`src/rtl/sptw_cfg.svh`:
```
// constants for the supervision timer: offsets, fields, resets and timing
`ifndef SPTW_CFG_SVH
`define SPTW_CFG_SVH

// ----------------------------------------------------------------
// register offsets and fields
// ----------------------------------------------------------------
`define SPTW_OPTION_ADDR    8'h81
`define SPTW_OPTION_RESET   8'hff
`define SPTW_ASSIGN_BIT     3
`define SPTW_PS_MSB         2
`define SPTW_CFG_ADDR       14'h2007
`define SPTW_TEST_LO        14'h2000
`define SPTW_TEST_HI        14'h3fff
`define SPTW_CFG_ENABLE_BIT 2
`define SPTW_CFG_ERASED     14'h3fff

// ----------------------------------------------------------------
// timing: internal oscillator period and nominal time-out
// ----------------------------------------------------------------
`define SPTW_CLK_PERIOD_NS  4
`define SPTW_OSC_PERIOD_NS  1000
`define SPTW_OSC_CYCLES     (`SPTW_OSC_PERIOD_NS / `SPTW_CLK_PERIOD_NS)
`define SPTW_TIMEOUT_MS     18
`define SPTW_TIMEOUT_TICKS  ((`SPTW_TIMEOUT_MS * 1000000) / `SPTW_OSC_PERIOD_NS)

`endif

```
`src/rtl/sptw_pkg.sv`:
```
// types shared by the supervision timer files
package sptw_pkg;

  // ----------------------------------------------------------------
  // core power state as seen by the timer
  // ----------------------------------------------------------------
  typedef enum logic {
    st_run,
    st_sleep
  } sptw_state_t;

endpackage : sptw_pkg

```
`src/rtl/sptw_prescaler.sv`:
```
// shared prescaler: ripple count with a selectable power-of-two tap
`timescale 1ns/10ps

module sptw_prescaler #(
  parameter int WIDTH = 8
) (
  // clock and reset
  input  wire logic       core_clk,
  input  wire logic       reset,
  // count control
  input  wire logic       clear,
  input  wire logic       in_tick,
  input  wire logic [3:0] shift,
  // divided tick
  output logic            out_tick
);

  logic [WIDTH-1:0] count;
  logic [WIDTH-1:0] next_count;
  logic [WIDTH-1:0] mask;

  // ----------------------------------------------------------------
  // counter
  // ----------------------------------------------------------------
  // clear beats a tick so a restart never leaks an early output
  always_comb begin
    mask       = ~({WIDTH{1'b1}} << shift);
    next_count = count;
    if (clear) begin
      next_count = '0;
    end else if (in_tick) begin
      next_count = count + {{(WIDTH-1){1'b0}}, 1'b1};
    end
  end

  always_ff @(posedge core_clk or posedge reset) begin
    if (reset) begin
      count <= '0;
    end else begin
      count <= next_count;
    end
  end

  // a shift of n passes one tick in 2**n
  assign out_tick = in_tick && !clear && ((count & mask) == mask);
endmodule : sptw_prescaler

```
`src/rtl/sptw_top.sv`:
```
// supervision timer with sleep and wake control, option and config word
`timescale 1ns/10ps
`include "sptw_cfg.svh"

// Functional notes
// (RQ1) timer runs from its own free oscillator tick, unaffected by sleep
// (RQ2) expiry while running requests a full device reset
// (RQ3) expiry while asleep wakes the device instead of resetting
// (RQ4) config word bit 2 enables the timer; zero disables it for good
// (RQ5) base time-out is nominally 18 ms without prescaler
// (RQ6) option register can hand the prescaler over, up to 1:128
// (RQ7) clear and sleep instructions zero timer and its assigned prescaler
// (RQ8) every expiry clears the active-low time-out status bit
// (RQ9) sleep with a pending enabled interrupt acts as no-operation
// (RQ10) interrupt during or after sleep wakes at once after sleep completes
// (RQ11) interrupt wake ignores the global interrupt enable
// (RQ12) software should issue the clear instruction right before sleep
// (RQ13) config word at 2007h; programmed bits read 0, erased read 1
// (RQ14) space 2000h to 3FFFh reachable only in programming mode
// (RQ15) assignment bit set gives prescaler to timer, clear to timer module
// (RQ16) time-out and power-down bits survive a master clear
// (RQ17) counter plus optional prescaler gives a one-cycle time-out pulse
module sptw_top #(
  parameter int OSC_CYCLES    = `SPTW_OSC_CYCLES,
  parameter int TIMEOUT_TICKS = `SPTW_TIMEOUT_TICKS,
  parameter int IRQ_SOURCES   = 4
) (
  // clock and power-on reset
  input  wire logic                   core_clk,
  input  wire logic                   reset,
  // pins
  input  wire logic                   master_clear_n,
  input  wire logic                   prog_mode_pin,
  // instructions from the core
  input  wire logic                   timer_clear_instr,
  input  wire logic                   sleep_instr,
  // interrupt sources
  input  wire logic [IRQ_SOURCES-1:0] irq_enable,
  input  wire logic [IRQ_SOURCES-1:0] irq_flag,
  input  wire logic                   global_irq_enable,
  // option register port
  input  wire logic                   reg_wr_en,
  input  wire logic [7:0]             reg_addr,
  input  wire logic [7:0]             reg_wdata,
  output logic      [7:0]             reg_rdata,
  output logic      [7:0]             option_value,
  // program space port for the config word
  input  wire logic                   cfg_rd_en,
  input  wire logic                   cfg_wr_en,
  input  wire logic [13:0]            cfg_addr,
  input  wire logic [13:0]            cfg_wdata,
  output logic      [13:0]            cfg_rdata,
  // timer module prescaler path
  input  wire logic                   tmod_src_tick,
  output logic                        tmod_tick,
  // status and power control
  output logic                        timeout_status_n,
  output logic                        powerdown_status_n,
  output logic                        core_halt,
  output logic                        wake_pulse,
  output logic                        wake_to_isr,
  output logic                        expiry_reset_pulse
);

  localparam int OW = $clog2(OSC_CYCLES + 1);
  localparam int TW = $clog2(TIMEOUT_TICKS + 1);

  // ----------------------------------------------------------------
  // pin synchronisers
  // ----------------------------------------------------------------
  logic mclear_sync1;
  logic mclear_n_s;
  logic prog_sync1;
  logic prog_mode;

  // first stages feed only the second stages
  always_ff @(posedge core_clk or posedge reset) begin
    if (reset) begin
      mclear_sync1 <= 1'b1;
      mclear_n_s   <= 1'b1;
      prog_sync1 <= 1'b0;
      prog_mode  <= 1'b0;
    end else begin
      mclear_sync1 <= master_clear_n;
      mclear_n_s   <= mclear_sync1;
      prog_sync1 <= prog_mode_pin;
      prog_mode  <= prog_sync1;
    end
  end

  // ----------------------------------------------------------------
  // option register and config word
  // ----------------------------------------------------------------
  logic        [13:0]       cfg_word;
  logic        [13:0]       next_cfg_word;
  logic        [7:0]        next_option;
  logic        [7:0]        next_reg_rdata;
  logic        [13:0]       next_cfg_rdata;
  logic                     soft_rst;
  logic                     in_test_space;
  logic                     ps_to_timer;
  logic                     timer_enable;

  assign in_test_space = (cfg_addr >= `SPTW_TEST_LO) && (cfg_addr <= `SPTW_TEST_HI);
  assign ps_to_timer   = option_value[`SPTW_ASSIGN_BIT];
  assign timer_enable  = cfg_word[`SPTW_CFG_ENABLE_BIT];  // see (RQ4)

  // programming only clears bits, so a disabled timer stays disabled
  always_comb begin
    next_option    = option_value;
    next_cfg_word  = cfg_word;
    next_reg_rdata = (reg_addr == `SPTW_OPTION_ADDR) ? option_value : 8'h00;
    next_cfg_rdata = 14'h0000;
    if (soft_rst) begin
      next_option = `SPTW_OPTION_RESET;
    end else if (reg_wr_en && reg_addr == `SPTW_OPTION_ADDR) begin
      next_option = reg_wdata;  // see (RQ6) (RQ15)
    end
    if (prog_mode && in_test_space) begin  // see (RQ14)
      if (cfg_rd_en && cfg_addr == `SPTW_CFG_ADDR) begin
        next_cfg_rdata = cfg_word;
      end
      if (cfg_wr_en && cfg_addr == `SPTW_CFG_ADDR) begin
        next_cfg_word = cfg_word & cfg_wdata;  // see (RQ13)
      end
    end
  end

  always_ff @(posedge core_clk or posedge reset) begin
    if (reset) begin
      option_value <= `SPTW_OPTION_RESET;
      cfg_word     <= `SPTW_CFG_ERASED;
      reg_rdata    <= 8'h00;
      cfg_rdata    <= 14'h0000;
    end else begin
      option_value <= next_option;
      cfg_word     <= next_cfg_word;
      reg_rdata    <= next_reg_rdata;
      cfg_rdata    <= next_cfg_rdata;
    end
  end

  // ----------------------------------------------------------------
  // oscillator tick and base counter
  // ----------------------------------------------------------------
  logic [OW-1:0] osc_cnt;
  logic [OW-1:0] next_osc_cnt;
  logic [TW-1:0] base_cnt;
  logic [TW-1:0] next_base_cnt;
  logic          osc_tick;
  logic          timer_clr;
  logic          base_expire;
  logic          psc_out;
  logic          timeout_pulse;
  logic          irq_pending;
  sptw_pkg::sptw_state_t state;

  // free running, never gated by sleep or reset requests
  assign osc_tick    = (osc_cnt == OW'(OSC_CYCLES - 1));  // see (RQ1)
  assign irq_pending = |(irq_enable & irq_flag);          // see (RQ11)
  assign timer_clr   = timer_clear_instr
                    || (sleep_instr && state == sptw_pkg::st_run && !irq_pending);  // see (RQ7)
  assign base_expire = timer_enable && !soft_rst && !timer_clr && osc_tick
                    && (base_cnt == TW'(TIMEOUT_TICKS - 1));  // see (RQ5)

  always_comb begin
    next_osc_cnt  = osc_tick ? '0 : osc_cnt + OW'(1);
    next_base_cnt = base_cnt;
    if (soft_rst || timer_clr || !timer_enable || base_expire) begin
      next_base_cnt = '0;
    end else if (osc_tick) begin
      next_base_cnt = base_cnt + TW'(1);
    end
  end

  always_ff @(posedge core_clk or posedge reset) begin
    if (reset) begin
      osc_cnt  <= '0;
      base_cnt <= '0;
    end else begin
      osc_cnt  <= next_osc_cnt;
      base_cnt <= next_base_cnt;
    end
  end

  // prescaler follows the counter when assigned, else feeds timer module
  sptw_prescaler #(
    .WIDTH (8)
  ) u_prescaler (
    .core_clk (core_clk),
    .reset    (reset),
    .clear    (soft_rst || (ps_to_timer && timer_clr)),         // see (RQ7)
    .in_tick  (ps_to_timer ? base_expire : tmod_src_tick),      // see (RQ15)
    .shift    ({1'b0, option_value[`SPTW_PS_MSB:0]} + {3'b000, !ps_to_timer}),
    .out_tick (psc_out)
  );

  assign timeout_pulse = ps_to_timer ? psc_out : base_expire;  // see (RQ17)
  assign tmod_tick     = ps_to_timer ? tmod_src_tick : psc_out;

  // ----------------------------------------------------------------
  // sleep, wake, reset and status control
  // ----------------------------------------------------------------
  sptw_pkg::sptw_state_t next_state;
  logic next_to_n;
  logic next_pdown_n;
  logic next_wake;
  logic next_wake_isr;
  logic next_expiry_reset;

  // master clear and our own reset request restart the block
  assign soft_rst  = !mclear_n_s || expiry_reset_pulse;
  assign core_halt = (state == sptw_pkg::st_sleep);

  // expiry outranks a same-cycle clear on the status bits
  always_comb begin
    next_state     = state;
    next_to_n      = timeout_status_n;  // see (RQ16)
    next_pdown_n      = powerdown_status_n;
    next_wake         = 1'b0;
    next_wake_isr     = 1'b0;
    next_expiry_reset = 1'b0;
    if (!mclear_n_s) begin
      next_state = sptw_pkg::st_run;
    end else begin
      case (state)
        sptw_pkg::st_run: begin
          if (timer_clear_instr) begin
            next_to_n    = 1'b1;
            next_pdown_n = 1'b1;
          end
          if (sleep_instr && !irq_pending) begin  // see (RQ9)
            next_to_n    = 1'b1;
            next_pdown_n = 1'b0;
            next_state = sptw_pkg::st_sleep;
          end
          if (timeout_pulse) begin
            next_to_n      = 1'b0;  // see (RQ8)
            next_expiry_reset = 1'b1;  // see (RQ2)
          end
        end
        sptw_pkg::st_sleep: begin
          if (timeout_pulse || irq_pending) begin
            next_wake     = 1'b1;  // see (RQ3) (RQ10)
            next_wake_isr = irq_pending && global_irq_enable;
            next_state    = sptw_pkg::st_run;
          end
          if (timeout_pulse) begin
            next_to_n = 1'b0;  // see (RQ8)
          end
        end
        default: next_state = sptw_pkg::st_run;
      endcase
    end
  end

  always_ff @(posedge core_clk or posedge reset) begin
    if (reset) begin
      state              <= sptw_pkg::st_run;
      timeout_status_n   <= 1'b1;
      powerdown_status_n <= 1'b1;
      wake_pulse         <= 1'b0;
      wake_to_isr        <= 1'b0;
      expiry_reset_pulse <= 1'b0;
    end else begin
      state              <= next_state;
      timeout_status_n   <= next_to_n;
      powerdown_status_n <= next_pdown_n;
      wake_pulse         <= next_wake;
      wake_to_isr        <= next_wake_isr;
      expiry_reset_pulse <= next_expiry_reset;
    end
  end
endmodule : sptw_top

```
`config.mk`:
```
export PLATFORM = sky130hd
export DESIGN_NAME = sptw_top
export DESIGN_NICKNAME = d
export VERILOG_FILES = /design/src/rtl/sptw_pkg.sv /design/src/rtl/sptw_prescaler.sv /design/src/rtl/sptw_top.sv
export VERILOG_INCLUDE_DIRS = /design/src /design/src/rtl
export SDC_FILE = /design/constraint.sdc
export NUM_CORES = 1
export LEC_CHECK = 0
export BUFFER_PORTS_ARGS = -buffer_cell sky130_fd_sc_hd__buf_2
export CORE_ASPECT_RATIO = 1.2
export CORE_MARGIN = 2
export CORE_UTILIZATION = 55
export CTS_CLUSTER_DIAMETER = 60
export CTS_CLUSTER_SIZE = 12
export DETAILED_ROUTE_END_ITERATION = 12
export GPL_TIMING_DRIVEN = 1
export PLACE_DENSITY = 0.83
export RECOVER_POWER = 25
export SYNTH_ARGS = -nofsm -noshare
export SYNTH_HDL_FRONTEND = slang
export SYNTH_SLANG_ARGS = --single-unit
```
`constraint.sdc`:
```
create_clock -name core_clk -period 5.2 [get_ports core_clk]
set_clock_uncertainty 0.15 [all_clocks]
set_input_delay 0.26 -clock core_clk [delete_from_list [all_inputs] [get_ports core_clk]]
set_output_delay 0.26 -clock core_clk [all_outputs]
set_load 0.01 [all_outputs]
```
==> summary.txt <==
Cells and area
  • Post-route cell area: 4782 µm²
  • Ant diodes: 0
  • Fraction of layout cells with a size suffix above 1: 0.3235
  • Layout net count: 538
  • Most common cell after layout, fill and taps aside: buf_2
  • Most frequent cells in the layout: 99 x buf_2, 59 x dfrtp_1, 37 x nand2_1
  • Area Overhead vs Synth: 26.35%

Synthesis
  • Synth Area in Compound Gates: 0.09587
  • Synth Area per Inst: 11.03 µm²
  • Xor/xnor share of the synthesized area: 0.05322
  • Mux contribution to synthesized area: 0.002645
  • Syn_nets: 412
  • Post-Synth Adder-Cell Area: 0.01983
  • Syn Std Cell Area: 3785 µm²
  • Top cell type's share of synthesized area: 0.3901
  • Area leader, netlist: dfrtp_1
  • Cell variety after synth: 51
  • Simple-gate share of the synthesized area: 0.2393
  • Top FF cell, synth: dfrtp_1
  • Fraction of registers with async set/reset: 1.000
  • Yosys reg bits: 85
  • Largest family of logic cells by synthesized area: simple AND/OR/NAND/NOR gates
  • Top cells by area, synth: dfrtp_1 39%, dfstp_2 18%, nand2_1 3.7%, xnor2_1 3.5%, nor2_1 3.4%
  • Sequential element share of the synthesized area: 0.5706
  • Post-synth EDFFs: 0
  • Gate Count Post-Synth: 343
  • Yosys warns: 0

Outcome
  • Status: completed

Global route
  • Grt ovf: 0
  • Largest net degree at the start of global routing: 86
  • First-pass GRT wire length: 13890 µm
  • Total Routing Usage GR: 0.2429
  • Antenna violations before repair: 0
  • Via count of the first global-routing pass: 2961

Die
  • Core area: 6730 µm²
  • Initial Util: 0.5624
  • # rows: 33
  • I/O pin cnt: 100
  • Die area: 7564 µm²
  • Die height: 94.87 µm
  • Die span in x: 79.73 µm

Detailed routing
  • Drt total wl: 8450 µm
  • ANT nets after route: 0
  • Drt wl/cell: 15.09 µm
  • Router iterations before antenna repair: 4
  • Vias: 2967
  • Drt initial violations: 151
  • DRC violations left: 0
  • Vias/cell: 5.298

Critical path
  • CP Launch Type: flop
  • CP arrival: 2600 ps
  • CP required: 4790 ps
  • Setup crit end kind: output port
  • Crit-path max FO: 6
  • Worst Path Class, Setup: flop to output port

STA
  • Setup TNS: 0 ps
  • Max-slew violations: 0
  • Slew headroom: 0.3150
  • Slew of the pin with the lowest slew margin: 1028 ps
  • Crit share post-route: 0.5783
  • Final Hold Viols: 0
  • Unrepaired setup endpoints after global routing: no
  • F_max: 332.5 MHz
  • Final min period: 3007 ps
  • Final setup viols: 0

Worst hold path
  • Min-delay worst type: input port to flop

Power
  • Maximum vdd drop: 0.1954 mV
  • Power per Cell Area: 248.4 nW/µm²
  • Pleak: 2.200 nW

Place
  • Gp weighted congestion: 0.9084
  • DP Area: 4343 µm²
  • Port bufs: 99
  • Detailed-placement wirelength estimate: 5812 µm

Clock network
  • Num CTS Buffers: 9
  • Clock slew at reported path FFs: 80 ps
  • Clk Latency, worst-skew pair: 350 ps
  • CTS tree: done
  • Clock Tree Buf Depth: 2
  • Clk sinks: 85
  • Number of H-tree levels: 3
  • Clk root buf: clkbuf_8

Job
  • Max-cap violations: 0
-- layout make-up --
class	count	area, µm²
well taps	87	108.9
inverters	4	16.27
repair buffers	125	753.2
multi-input cells	244	1555
clock buffers	10	127.6
fillers	474	1948
flip-flops and latches	85	2160
clock inverters	5	61.31
-- where the power goes --
| group | internal (W) | total (W) | switching (W) |
|---|---|---|---|
| combinational | 0.0000369 | 0.0000728 | 0.0000359 |
| clock | 0.000221 | 0.000446 | 0.000225 |
| sequential | 0.000667 | 0.000669 | 0.00000220 |
-- logic make-up after synthesis --
group                      Yosys count
AOI/OAI and AO/OA                   53
xor gates and xnor gates            23
adders and majority gates            6
buffers and inverters               14
DFF                                 85
muxes                                1
and+or+nand+nor                    161
-- sequential cells by signal (all words and copies together), names as in the netlist --
signal              cells
wake_pulse              1
prog_sync1              1
cfg_word               14
cfg_rdata              14
prog_mode               1
timeout_status_n        1
core_halt               1
powerdown_status_n      1
option_value            8
mclear_n_s              1
expiry_reset_pulse      1
u_prescaler.count       8
osc_cnt                 8
reg_rdata               8
base_cnt               15
mclear_sync1            1
wake_to_isr             1
-- Yosys cell counts (2+ instances only) --
master and number:
nand2_1 37, ha_1 6, nor2_1 34, and4b_1 2, nor3_1 6, xor2_1 8
o21a_1 14, xnor2_1 15, o21ai_0 9, or3_1 3, clkbuf_1 5, nand3_1 19
and2_1 12, dfstp_2 26, and3_1 17, a21oi_1 15, nand4_1 6, nor2b_1 4
nor4_4 3, inv_1 4, nand2b_1 3, o211ai_1 2, dfrtp_1 59, buf_2 2
a21o_1 2, buf_4 2, o31ai_1 2, and4_1 3
-- repair_timing --
item                      in CTS  in global routing
hold endpoints to repair      25                  0
gates resized for setup        0                  0
buffers inserted               0                  0
hold buffers                  25                  0
-- layer usage --
| layer | track usage | wire, µm | vias up |
|---|---|---|---|
| met5 | 0 | 0 | - |
| met4 | 0.1164 | 235 | 0 |
| met3 | 0.05067 | 433 | 24 |
| met2 | 0.4230 | 4420 | 78 |
| met1 | 0.2851 | 3360 | 1418 |
| li1 | - | - | 1447 |
-- critical path, stage by stage, from the launching register on --
cell     delay [ps]
dfstp_2         570
inv_1           110
ha_1            230
ha_1            310
nor2_1          150
o21ai_0          90
o21ai_0         250
a21oi_1         100
o21ai_0         170
and2_1          140
buf_2           120
-- metrics by stage --
stage	hold WS (ps)	total power [W]	cells	util	setup WS [ps]
finish	22.95	0.001188	560	0.7105	2193
global route	12.38	0.001239	560	0.7105	2001
CTS	10.74	0.001201	560	0.7105	2204
detailed placement	185.5	0.0007395	520	0.6453	2608
global placement	185.4	0.0007380	520	0.6453	2674
floorplan	114.5	0.0007057	343	-	2640
-- worst paths after layout --
kind,from,to,cells after the start,slack (ps)
setup / recovery,option_value[3],tmod_tick,10,2190
hold / removal,global_irq_enable,wake_to_isr,2,20
setup reg to reg,option_value[3],wake_pulse,9,2600
hold reg to reg,prog_sync1,prog_mode,0,200
max in group asynchronous,reset,cfg_rdata[3],3,4130
min in group asynchronous,reset,cfg_rdata[8],3,80
Power figures use the tool's default switching activity.
